[src/hw/fopm_pkg.sv]
// package: register map, field layout, modes and timing constants for the fast output block
package fopm_pkg;

  // clock rate and duty scale
  localparam int unsigned CLK_HZ          = 200_000_000;
  localparam int unsigned DUTY_FULL_COUNT = 32_000;
  localparam logic [31:0] DUTY_FULL       = 32'h0000_7D00;

  // bus geometry
  localparam int unsigned AXI_AW = 12;
  localparam int unsigned AXI_DW = 32;

  // byte addresses of the global registers
  localparam logic [11:0] ADDR_CTRL   = 12'h000;
  localparam logic [11:0] ADDR_MCFG   = 12'h004;
  localparam logic [11:0] ADDR_STAT   = 12'h008;
  localparam logic [11:0] ADDR_ISTAT  = 12'h00C;
  localparam logic [11:0] ADDR_IMASK  = 12'h010;
  // counter pages start at 0x020 (counter 0) and 0x040 (counter 1)
  localparam logic [11:0] ADDR_CNT_BASE = 12'h020;
  // modulator pages start at 0x060 (channel 0) and 0x080 (channel 1)
  localparam logic [11:0] ADDR_PWM_BASE = 12'h060;
  localparam logic [11:0] PAGE_STRIDE   = 12'h020;

  // page numbers (address bits 7:5) and word indices inside a page
  localparam logic [2:0] PAGE_GLOBAL = 3'h0;
  localparam logic [2:0] PAGE_CNT0   = 3'h1;
  localparam logic [2:0] PAGE_PWM0   = 3'h3;
  localparam logic [2:0] CNT_W_ACC   = 3'h0;
  localparam logic [2:0] CNT_W_LATCH = 3'h1;
  localparam logic [2:0] CNT_W_PRE   = 3'h2;
  localparam logic [2:0] CNT_W_MA    = 3'h3;
  localparam logic [2:0] CNT_W_MB    = 3'h4;
  localparam logic [2:0] PWM_W_DUTY  = 3'h0;
  localparam logic [2:0] PWM_W_FREQ  = 3'h1;
  localparam logic [2:0] PWM_W_SDUTY = 3'h2;
  localparam logic [2:0] PWM_W_SFREQ = 3'h3;

  // control register fields (two bits of mode per channel, one bit of each flag per channel)
  localparam int unsigned CTRL_MODE_LSB = 0;
  localparam int unsigned CTRL_DOUT_LSB = 4;
  localparam int unsigned CTRL_HOLD_LSB = 6;
  localparam int unsigned CTRL_EN_LSB   = 8;
  localparam logic [31:0] CTRL_RST      = 32'h0000_0000;

  // match config: two bits per match value, two match values per counter
  localparam logic [31:0] MCFG_RST  = 32'h0000_0000;
  localparam logic [31:0] IMASK_RST = 32'h0000_0000;
  localparam logic [31:0] WORD_RST  = 32'h0000_0000;

  // status nibble per counter (counter n at bits 4n+3..4n)
  localparam int unsigned ST_OVF   = 0;
  localparam int unsigned ST_UNF   = 1;
  localparam int unsigned ST_OUT   = 2;
  localparam int unsigned ST_MATCH = 3;

  // axi responses
  localparam logic [1:0] RESP_OKAY   = 2'h0;
  localparam logic [1:0] RESP_SLVERR = 2'h2;

  typedef enum logic [1:0] {
    MODE_PLAIN = 2'b00,
    MODE_PWM   = 2'b01,
    MODE_MATCH = 2'b10,
    MODE_STEP  = 2'b11
  } fopm_mode_e;

  typedef enum logic [1:0] {
    ACT_NONE   = 2'b00,
    ACT_ON     = 2'b01,
    ACT_OFF    = 2'b10,
    ACT_TOGGLE = 2'b11
  } fopm_act_e;

  typedef enum logic [2:0] {
    RG_NONE  = 3'b000,
    RG_CTRL  = 3'b001,
    RG_MCFG  = 3'b010,
    RG_STAT  = 3'b011,
    RG_ISTAT = 3'b100,
    RG_IMASK = 3'b101,
    RG_CNT   = 3'b110,
    RG_PWM   = 3'b111
  } fopm_rg_e;

  // decoded register address
  typedef struct packed {
    fopm_rg_e   rg;
    logic       ch;
    logic [2:0] word;
  } fopm_dec_s;

  // what the counter logic hands to this block each cycle
  typedef struct packed {
    logic [31:0] acc;
    logic [31:0] latch;
    logic        upd;
    logic        ovf;
    logic        unf;
  } fopm_cnt_s;

endpackage

[src/hw/fopm_top.sv]
// fast output channels: plain, modulated and compare-driven outputs behind an axi4-lite slave
//
// Implementation choices: the register addresses and the AXI4-Lite register port.
`timescale 1ns/1ps
`default_nettype none

// How it works
// - counter compared to both match values, acts
// - two outputs, each one of four modes
// - plain mode drives pin from output bit
// - modulation mode: independent enable, frequency, duty
// - duty 0..32000 sets high fraction
// - duty 0 off, 32000 always on
// - frequency in hertz sets period
// - live setting changes apply without restart
// - output low until frequency and duty nonzero
// - stop mode: hold state or stop settings
// - zero stop setting holds output low
// - counter n compare drives output n
// - readable overflow, underflow and output state
module fopm_top
  import fopm_pkg::*;
#(
  parameter int unsigned CLK_FREQ_HZ = fopm_pkg::CLK_HZ
) (
  // clock and reset
  input  wire logic                       I_MCLK,
  input  wire logic                       I_NRST,
  // axi4-lite write address and data
  input  wire logic [fopm_pkg::AXI_AW-1:0] I_AWADDR,
  input  wire logic                       I_AWVALID,
  output logic                            O_AWREADY,
  input  wire logic [31:0]                I_WDATA,
  input  wire logic [3:0]                 I_WSTRB,
  input  wire logic                       I_WVALID,
  output logic                            O_WREADY,
  // axi4-lite write response
  output logic [1:0]                      O_BRESP,
  output logic                            O_BVALID,
  input  wire logic                       I_BREADY,
  // axi4-lite read
  input  wire logic [fopm_pkg::AXI_AW-1:0] I_ARADDR,
  input  wire logic                       I_ARVALID,
  output logic                            O_ARREADY,
  output logic [31:0]                     O_RDATA,
  output logic [1:0]                      O_RRESP,
  output logic                            O_RVALID,
  input  wire logic                       I_RREADY,
  // counter logic and controller state, same clock
  input  wire fopm_pkg::fopm_cnt_s [1:0]  I_CNT,
  input  wire logic                       I_STOP,
  // outputs
  output logic [1:0][31:0]                O_PRELOAD,
  output logic [1:0]                      O_FAST_OUT,
  output logic                            O_IRQ
);
  import fopm_pkg::*;

  localparam logic [31:0] DUTY_STEP = 32'(CLK_FREQ_HZ / DUTY_FULL_COUNT);
  localparam logic [32:0] CLK_W     = 33'(CLK_FREQ_HZ);

  // refuse a clock the duty scale cannot divide
  if ((CLK_FREQ_HZ % DUTY_FULL_COUNT) != 0 || CLK_FREQ_HZ < DUTY_FULL_COUNT) begin : g_bad_clk
    $error("clock rate must be a multiple of the duty scale");
  end

  // address decode shared by the read and write paths
  function automatic fopm_dec_s decode(input logic [AXI_AW-1:0] a);
    fopm_dec_s d;
    d = '{rg: RG_NONE, ch: 1'b0, word: a[4:2]};
    if (a[AXI_AW-1:8] == '0 && a[1:0] == 2'h0) begin
      if (a[7:5] == PAGE_GLOBAL) begin
        unique case (a[4:2])
          3'h0: d.rg = RG_CTRL;
          3'h1: d.rg = RG_MCFG;
          3'h2: d.rg = RG_STAT;
          3'h3: d.rg = RG_ISTAT;
          3'h4: d.rg = RG_IMASK;
          default: d.rg = RG_NONE;
        endcase
      end else if ((a[7:5] == PAGE_CNT0 || a[7:5] == PAGE_CNT0 + 3'h1) && a[4:2] <= CNT_W_MB) begin
        d.rg = RG_CNT;
        d.ch = a[7:5] != PAGE_CNT0;
      end else if ((a[7:5] == PAGE_PWM0 || a[7:5] == PAGE_PWM0 + 3'h1)
                   && a[4:2] <= PWM_W_SFREQ) begin
        d.rg = RG_PWM;
        d.ch = a[7:5] != PAGE_PWM0;
      end
    end
    return d;
  endfunction

  // merge write data into a word by byte strobes
  function automatic logic [31:0] merge(input logic [31:0] old, input logic [31:0] nw,
                                        input logic [3:0] strb);
    logic [31:0] r;
    r = old;
    for (int b = 0; b < 4; b++) begin
      if (strb[b]) begin
        r[b*8 +: 8] = nw[b*8 +: 8];
      end
    end
    return r;
  endfunction

  // modulated level for one cycle, from phase within the period
  function automatic logic pwm_level(input logic [31:0] phase, input logic [31:0] duty,
                                     input logic [31:0] freq);
    logic [63:0] thr;
    thr = 64'(duty) * 64'(DUTY_STEP);
    if (duty >= DUTY_FULL) begin
      pwm_level = 1'b1;
    end else if (duty == 32'h0000_0000 || freq == 32'h0000_0000) begin
      pwm_level = 1'b0;
    end else begin
      pwm_level = 64'(phase) < thr;
    end
  endfunction

  // bus side state
  logic              awready_r, wready_r, bvalid_r, arready_r, rvalid_r;
  logic              aw_full_r, w_full_r;
  logic [AXI_AW-1:0] awaddr_r;
  logic [31:0]       wdata_r, rdata_r;
  logic [3:0]        wstrb_r;
  logic [1:0]        bresp_r, rresp_r;
  // software registers
  logic [31:0]       ctrl_r, mcfg_r, imask_r;
  logic [7:0]        istat_r;
  logic [1:0][31:0]  pre_r, ma_r, mb_r;
  logic [1:0][31:0]  duty_r, freq_r, sduty_r, sfreq_r;
  logic              irq_r;
  // block state gathered from the channels
  logic [1:0]        fast_r;
  logic [1:0]        pwm_lvl;
  logic [1:0]        match_ev;
  logic [31:0]       stat_w;
  logic [7:0]        ev_w;
  logic              wr_go;
  fopm_dec_s         wdec, rdec;

  assign wdec  = decode(awaddr_r);
  assign rdec  = decode(I_ARADDR);
  assign wr_go = aw_full_r && w_full_r && !bvalid_r;

  // write address and data are taken independently, in either order
  always_ff @(posedge I_MCLK) begin
    if (!I_NRST) begin
      awready_r <= 1'b0;
      aw_full_r <= 1'b0;
      awaddr_r  <= '0;
    end else if (I_AWVALID && awready_r) begin
      awready_r <= 1'b0;
      aw_full_r <= 1'b1;
      awaddr_r  <= I_AWADDR;
    end else begin
      awready_r <= I_AWVALID && !aw_full_r && !bvalid_r;
      if (wr_go) begin
        aw_full_r <= 1'b0;
      end
    end
  end

  always_ff @(posedge I_MCLK) begin
    if (!I_NRST) begin
      wready_r <= 1'b0;
      w_full_r <= 1'b0;
      wdata_r  <= '0;
      wstrb_r  <= '0;
    end else if (I_WVALID && wready_r) begin
      wready_r <= 1'b0;
      w_full_r <= 1'b1;
      wdata_r  <= I_WDATA;
      wstrb_r  <= I_WSTRB;
    end else begin
      wready_r <= I_WVALID && !w_full_r && !bvalid_r;
      if (wr_go) begin
        w_full_r <= 1'b0;
      end
    end
  end

  // write response follows both halves; unmapped or read-only targets answer slverr
  always_ff @(posedge I_MCLK) begin
    if (!I_NRST) begin
      bvalid_r <= 1'b0;
      bresp_r  <= RESP_OKAY;
    end else if (wr_go) begin
      bvalid_r <= 1'b1;
      bresp_r  <= (wdec.rg == RG_NONE || wdec.rg == RG_STAT
                   || (wdec.rg == RG_CNT && wdec.word < CNT_W_PRE)) ? RESP_SLVERR : RESP_OKAY;
    end else if (I_BREADY && bvalid_r) begin
      bvalid_r <= 1'b0;
    end
  end

  // software writable registers
  always_ff @(posedge I_MCLK) begin
    if (!I_NRST) begin
      ctrl_r  <= CTRL_RST;
      mcfg_r  <= MCFG_RST;
      imask_r <= IMASK_RST;
      pre_r   <= '{default: WORD_RST};
      ma_r    <= '{default: WORD_RST};
      mb_r    <= '{default: WORD_RST};
      duty_r  <= '{default: WORD_RST};
      freq_r  <= '{default: WORD_RST};
      sduty_r <= '{default: WORD_RST};
      sfreq_r <= '{default: WORD_RST};
    end else if (wr_go) begin
      unique case (wdec.rg)
        RG_CTRL:  ctrl_r  <= merge(ctrl_r, wdata_r, wstrb_r);
        RG_MCFG:  mcfg_r  <= merge(mcfg_r, wdata_r, wstrb_r);
        RG_IMASK: imask_r <= merge(imask_r, wdata_r, wstrb_r);
        RG_CNT: begin
          if (wdec.word == CNT_W_PRE) pre_r[wdec.ch] <= merge(pre_r[wdec.ch], wdata_r, wstrb_r);
          if (wdec.word == CNT_W_MA)  ma_r[wdec.ch]  <= merge(ma_r[wdec.ch], wdata_r, wstrb_r);
          if (wdec.word == CNT_W_MB)  mb_r[wdec.ch]  <= merge(mb_r[wdec.ch], wdata_r, wstrb_r);
        end
        RG_PWM: begin
          unique case (wdec.word)
            PWM_W_DUTY:  duty_r[wdec.ch]  <= merge(duty_r[wdec.ch], wdata_r, wstrb_r);
            PWM_W_FREQ:  freq_r[wdec.ch]  <= merge(freq_r[wdec.ch], wdata_r, wstrb_r);
            PWM_W_SDUTY: sduty_r[wdec.ch] <= merge(sduty_r[wdec.ch], wdata_r, wstrb_r);
            default:     sfreq_r[wdec.ch] <= merge(sfreq_r[wdec.ch], wdata_r, wstrb_r);
          endcase
        end
        default: ;
      endcase
    end
  end

  // events of both counters in status-nibble layout
  always_comb begin
    ev_w   = '0;
    stat_w = '0;
    for (int c = 0; c < 2; c++) begin
      ev_w[c*4 + ST_OVF]     = I_CNT[c].ovf;
      ev_w[c*4 + ST_UNF]     = I_CNT[c].unf;
      ev_w[c*4 + ST_MATCH]   = match_ev[c];
      stat_w[c*4 + ST_OVF]   = istat_r[c*4 + ST_OVF];
      stat_w[c*4 + ST_UNF]   = istat_r[c*4 + ST_UNF];
      stat_w[c*4 + ST_OUT]   = fast_r[c];
      stat_w[c*4 + ST_MATCH] = istat_r[c*4 + ST_MATCH];
    end
  end

  // sticky event bits, write one to clear; a new event beats the clear
  always_ff @(posedge I_MCLK) begin
    if (!I_NRST) begin
      istat_r <= '0;
    end else if (wr_go && wdec.rg == RG_ISTAT && wstrb_r[0]) begin
      istat_r <= (istat_r & ~wdata_r[7:0]) | ev_w;
    end else begin
      istat_r <= istat_r | ev_w;
    end
  end

  // level interrupt from unmasked status
  always_ff @(posedge I_MCLK) begin
    if (!I_NRST) begin
      irq_r <= 1'b0;
    end else begin
      irq_r <= |(istat_r & imask_r[7:0]);
    end
  end

  // read channel: one address at a time, data registered
  always_ff @(posedge I_MCLK) begin
    if (!I_NRST) begin
      arready_r <= 1'b0;
      rvalid_r  <= 1'b0;
      rdata_r   <= '0;
      rresp_r   <= RESP_OKAY;
    end else if (I_ARVALID && arready_r) begin
      arready_r <= 1'b0;
      rvalid_r  <= 1'b1;
      rresp_r   <= (rdec.rg == RG_NONE) ? RESP_SLVERR : RESP_OKAY;
      unique case (rdec.rg)
        RG_CTRL:  rdata_r <= ctrl_r;
        RG_MCFG:  rdata_r <= mcfg_r;
        RG_STAT:  rdata_r <= stat_w;
        RG_ISTAT: rdata_r <= {24'h00_0000, istat_r};
        RG_IMASK: rdata_r <= imask_r;
        RG_CNT: begin
          unique case (rdec.word)
            CNT_W_ACC:   rdata_r <= I_CNT[rdec.ch].acc;
            CNT_W_LATCH: rdata_r <= I_CNT[rdec.ch].latch;
            CNT_W_PRE:   rdata_r <= pre_r[rdec.ch];
            CNT_W_MA:    rdata_r <= ma_r[rdec.ch];
            default:     rdata_r <= mb_r[rdec.ch];
          endcase
        end
        RG_PWM: begin
          unique case (rdec.word)
            PWM_W_DUTY:  rdata_r <= duty_r[rdec.ch];
            PWM_W_FREQ:  rdata_r <= freq_r[rdec.ch];
            PWM_W_SDUTY: rdata_r <= sduty_r[rdec.ch];
            default:     rdata_r <= sfreq_r[rdec.ch];
          endcase
        end
        default: rdata_r <= 32'h0000_0000;
      endcase
    end else begin
      arready_r <= I_ARVALID && !rvalid_r;
      if (I_RREADY && rvalid_r) begin
        rvalid_r <= 1'b0;
      end
    end
  end

  // per-channel modulator, compare logic and output select
  for (genvar g = 0; g < 2; g++) begin : g_ch
    logic        armed_r, lvl_r, match_st_r, hit_r;
    logic [31:0] phase_r;
    logic [31:0] use_duty, use_freq, inc;
    logic [32:0] sum;
    logic        eq_a, eq_b, hold, en;
    fopm_mode_e  mode;
    fopm_act_e   act_a, act_b;

    assign mode  = fopm_mode_e'(ctrl_r[CTRL_MODE_LSB + 2*g +: 2]);
    assign hold  = ctrl_r[CTRL_HOLD_LSB + g];
    assign en    = ctrl_r[CTRL_EN_LSB + g];
    assign act_a = fopm_act_e'(mcfg_r[4*g +: 2]);
    assign act_b = fopm_act_e'(mcfg_r[4*g + 2 +: 2]);

    // stop mode switches to the stop settings, also while holding
    assign use_duty = I_STOP ? sduty_r[g] : duty_r[g];
    assign use_freq = I_STOP ? sfreq_r[g] : freq_r[g];
    assign inc      = (33'(use_freq) > CLK_W) ? CLK_W[31:0] : use_freq;
    assign sum      = 33'(phase_r) + 33'(inc);

    // phase walks by the frequency each cycle and wraps at the clock rate
    always_ff @(posedge I_MCLK) begin
      if (!I_NRST) begin
        phase_r <= 32'h0000_0000;
      end else if (sum >= CLK_W) begin
        phase_r <= 32'(sum - CLK_W);
      end else begin
        phase_r <= sum[31:0];
      end
    end

    // output stays off after reset until both settings are nonzero
    always_ff @(posedge I_MCLK) begin
      if (!I_NRST) begin
        armed_r <= 1'b0;
      end else if (duty_r[g] != 32'h0000_0000 && freq_r[g] != 32'h0000_0000) begin
        armed_r <= 1'b1;
      end
    end

    // modulated level
    always_ff @(posedge I_MCLK) begin
      if (!I_NRST) begin
        lvl_r <= 1'b0;
      end else if (!en || !armed_r) begin
        lvl_r <= 1'b0;
      end else if (I_STOP && hold) begin
        lvl_r <= lvl_r;
      end else if (I_STOP && (use_duty == 32'h0000_0000 || use_freq == 32'h0000_0000)) begin
        lvl_r <= 1'b0;
      end else begin
        lvl_r <= pwm_level(phase_r, use_duty, use_freq);
      end
    end
    assign pwm_lvl[g] = lvl_r;

    // compare on each accumulator update; second match applied after the first
    assign eq_a = I_CNT[g].acc == ma_r[g];
    assign eq_b = I_CNT[g].acc == mb_r[g];
    always_ff @(posedge I_MCLK) begin
      if (!I_NRST) begin
        match_st_r <= 1'b0;
        hit_r      <= 1'b0;
      end else begin
        hit_r <= I_CNT[g].upd && (eq_a || eq_b);
        if (I_CNT[g].upd) begin
          match_st_r <= next_state(next_state(match_st_r, eq_a, act_a), eq_b, act_b);
        end
      end
    end
    assign match_ev[g] = hit_r;

    // output select per mode; stepper is not served here and reads low
    always_ff @(posedge I_MCLK) begin
      if (!I_NRST) begin
        fast_r[g] <= 1'b0;
      end else begin
        unique case (mode)
          MODE_PLAIN: fast_r[g] <= ctrl_r[CTRL_DOUT_LSB + g];
          MODE_PWM:   fast_r[g] <= pwm_lvl[g];
          MODE_MATCH: fast_r[g] <= match_st_r;
          MODE_STEP:  fast_r[g] <= 1'b0;
        endcase
      end
    end
  end

  // compare action applied to the current compare state
  function automatic logic next_state(input logic cur, input logic hit, input fopm_act_e act);
    if (!hit) begin
      return cur;
    end
    unique case (act)
      ACT_ON:     return 1'b1;
      ACT_OFF:    return 1'b0;
      ACT_TOGGLE: return !cur;
      ACT_NONE:   return cur;
    endcase
  endfunction

  // port drive from flops
  assign O_AWREADY  = awready_r;
  assign O_WREADY   = wready_r;
  assign O_BVALID   = bvalid_r;
  assign O_BRESP    = bresp_r;
  assign O_ARREADY  = arready_r;
  assign O_RVALID   = rvalid_r;
  assign O_RDATA    = rdata_r;
  assign O_RRESP    = rresp_r;
  assign O_PRELOAD  = pre_r;
  assign O_FAST_OUT = fast_r;
  assign O_IRQ      = irq_r;

endmodule

`default_nettype wire

[config.mk]
export PLATFORM = sky130hd
export DESIGN_NAME = fopm_top
export DESIGN_NICKNAME = d
export VERILOG_FILES = /design/src/hw/fopm_pkg.sv /design/src/hw/fopm_top.sv
export SDC_FILE = /design/constraint.sdc
export NUM_CORES = 2
export LEC_CHECK = 0
export BUFFER_PORTS_ARGS = -buffer_cell sky130_fd_sc_hd__buf_2
export CAP_MARGIN = 10
export CORE_AREA = 5 5 345 483
export CTS_CLUSTER_SIZE = 12
export DETAILED_ROUTE_END_ITERATION = 10
export DIE_AREA = 0 0 350 488
export GPL_ROUTABILITY_DRIVEN = 0
export PLACE_DENSITY = 0.48
export SLEW_MARGIN = 10
export SYNTH_ARGS = -nofsm -noshare
export SYNTH_HDL_FRONTEND = slang
export SYNTH_SLANG_ARGS = --single-unit
[constraint.sdc]
create_clock -name I_MCLK -period 19.7 [get_ports I_MCLK]
set_clock_uncertainty 0.15 [all_clocks]
set_input_delay 0.985 -clock I_MCLK [delete_from_list [all_inputs] [get_ports I_MCLK]]
set_output_delay 0.985 -clock I_MCLK [all_outputs]
set_load 0.05 [all_outputs]
==> results.md <==
* Cell mode on critical path: inv_1
* H-tree depth at 3
* Slowest CP cell: buf_4
* Setup bufs post-CTS at 0
* DRT Pass-1 Iters at 9
* Die span in y at slightly below 500 um
* Root Buffer Master: clkbuf_16
* Initial antenna violation count at 12
* Hold_sp: g_ch[1].hit_r$_SDFF_PN0_
* Clock latency at the later pin of the worst-skew pair at between 0.7 and 0.8 ns
* First-pass GRT wire length at 346 mm
* Post-synth EDFFs at 0
* Total global routing overflow at 0
* # clock sinks at 716
* Synth warn at 0
* Worst hold path class: flip-flop to flip-flop
* I/O Pins at 310
* Initial Util at between 30% and 40%
* Clk buf depth at 3
* Slew at the pin with the worst max-slew slack at about 1.3 ns
* Pin count of the biggest net entering global routing at 155
* Die area at between 150000 and 200000 sq um
* VDD IR max at 0.0601 mV
* Number of buffers inserted by hold repair at cts at 0
* Pwr Density at approximately 63 nW/um^2
* Startpoint types: input port
* Final hold violation count at 0
* Inst Count DP at 9040
* GRT Util Overall at 27.0%
* Distinct cells, synth at 89
* Clk slew on worst S/H paths at 0.07 ns
* Vias in the first global route at 50974
* Vias per cell at 5.69
* Max Fclk at 105 MHz
* Dominant synthesized flop cell: dfxtp_1
* CP Data Required Time at 20.12 ns
* Reg-to-Reg Start: duty_r[41]$_SDFFE_PN0P_
* CTS tree: yes
* Worst slew margin relative to its limit at 10.9%
* Worst Setup SP: I_STOP
* Post-DP HPWL at 186 mm
* Synth Instances at 6920
* Final setup violation count at 0
* ANT nets after route at 0
* Crit-path max FO at 74
* Resized cells post-CTS at 0
* Layout cell share with drive strength beyond 1 at 9.81%
* P_leak at around 30 nW
* CP endpoint kind: flip-flop
* Crit share post-route at between 40% and 50%
* Syn Area/Cell at 8.13 sq um
* Nets at approximately 7900
* Ys async rst share at 0%
* Area growth syn-to-layout at 11.3%
* Port bufs at 307
* Kind of critical path: input port to flip-flop
* Max cap viols at 0
* Core Box Area at 162000 sq um
* Cts bufs inserted at 85
* RSZ-0062 raised after global routing: false
* Critical path's largest stage delay at 0.67 ns
* Pwr Total at 0.00395 W
* Post-synthesis sequential element count at a little over 700
* Routed wire length per instance at 26.1 um
* DR vias at 52303
* Commonest non-fill, non-tap cell in the layout: nand2_1
* Post-Layout Cell Count at 9196
* Post-synthesis sequential area ratio at 25.5%
* Most frequent cells in the layout: nand2_1 (789), dfxtp_1 (706), inv_1 (656)
* Netlist Area Pre-Place at about 56000 sq um
* DRT Wirelength at about 240 mm
* Outcome: complete, no violations
* Sum Neg Setup Slack at 0 ns
* WP data arrival at 9.97 ns
* Row count at approximately 180
* Fin crit period at 9.55 ns
* DRC viols at 0
* Max-slew violations at 0
* Die Wd at 350 um
* Number of DRC markers in iteration 0 at 4946
-- area by class of cell --
type                    count  area (sq um)
multi-input cells        5155         38000
clock inverters            31           459
diodes                      7          17.5
repair buffers            387          2180
inverters                 658          2480
clock buffers             118          2410
flip-flops and latches    716         14300
well taps                2124          2660
fillers                 16768         99300
-- sequential cells by signal, indices dropped and copies added, names as in the netlist, 2 cells and up --
signal	count
O_FAST_OUT	2
O_PRELOAD	64
O_RDATA	32
awaddr_r	12
ctrl_r	32
duty_r	64
freq_r	64
g_ch.armed_r	2
g_ch.hit_r	2
g_ch.lvl_r	2
g_ch.match_st_r	2
g_ch.phase_r	64
imask_r	32
istat_r	8
ma_r	64
mb_r	64
mcfg_r	32
sduty_r	64
sfreq_r	64
wdata_r	32
wstrb_r	4
-- cells in the mapped netlist, types with 122 or more instances --
cell / instances / area share, %
nor2_1: 574 / 3.8
nand2_1: 789 / 5.3
o21ai_0: 269 / 2.4
xnor2_1: 142 / 2.2
nand3_1: 149 / 1.3
a21oi_1: 558 / 5.0
xor2_1: 122 / 1.9
mux2i_1: 518 / 9.2
fa_1: 202 / 7.2
ha_1: 524 / 12
dfxtp_1: 716 / 25
clkbuf_1: 337 / 2.2
inv_1: 656 / 4.4
-- metal layers --
layer | part of all wire (%) | vias up | wire, um | track usage (%)
met2 | 46 | 1934 | 111000 | 45.0
met4 | 6.6 | 8 | 15700 | 14.9
met3 | 6.7 | 465 | 16100 | 3.74
li1 | - | 24342 | - | -
met5 | 0.021 | - | 50 | 0
met1 | 40 | 25554 | 97000 | 33.7
-- critical path: cells and delay by family --
kind	cells	cell delay (ns)
adder cells (fa/ha/maj)	7	2.87
AO/OA/AOI/OAI	6	1.93
AND/OR/NAND/NOR	8	1.74
buffers and inverters	7	1.59
multiplexers	1	0.51
XOR/XNOR	1	0.19
-- power by group --
group	leakage, nW	switching (W)	total (W)	internal [W]
logic	22.4	0.000473	0.000734	0.000261
registers	5.78	0.0000614	0.00154	0.00148
clock network	1.40	0.000716	0.00167	0.000954
-- stage by stage --
| step | utilization (%) | hold WS (ns) | setup WS (ns) | area, sq um |
|---|---|---|---|---|
| floorplan | - | 0.263 | 10.15 | 56300 |
| global placement | 36.9 | 0.286 | 9.59 | 59700 |
| detailed placement | 36.9 | 0.286 | 9.48 | 59700 |
| CTS | 38.6 | 0.297 | 10.26 | 62500 |
| global route | 38.6 | 0.322 | 9.74 | 62500 |
| finish | 38.7 | 0.301 | 10.15 | 62600 |
-- kinds of logic (layout without fill, tap and decap cells) --
family | count (synthesis) | count (layout) | share of synthesized area [%]
compound gates | 1597 | 1597 | 18.6
xor+xnor | 264 | 264 | 4.11
fa+ha+maj | 727 | 727 | 18.9
buf+inv | 1058 | 1194 | 7.15
flops | 716 | 716 | 25.5
mux | 522 | 522 | 9.30
other cells | 1 | 17 | 0.00667
simple gates | 2035 | 2035 | 16.4
-- final timing paths --
| check | slack (ns) | depth (start not counted) | endpoint |
|---|---|---|---|
| worst max register to register | 11.46 | 28 | g_ch[1].lvl_r$_SDFFE_PP0N_ |
| worst min-delay path | 0.30 | 2 | istat_r[7]$_SDFF_PN0_ |
| worst max-delay path | 10.15 | 30 | g_ch[1].lvl_r$_SDFFE_PP0N_ |
| worst min register to register | 0.30 | 2 | istat_r[7]$_SDFF_PN0_ |
Note: power is estimated with default switching activity, not from simulation.
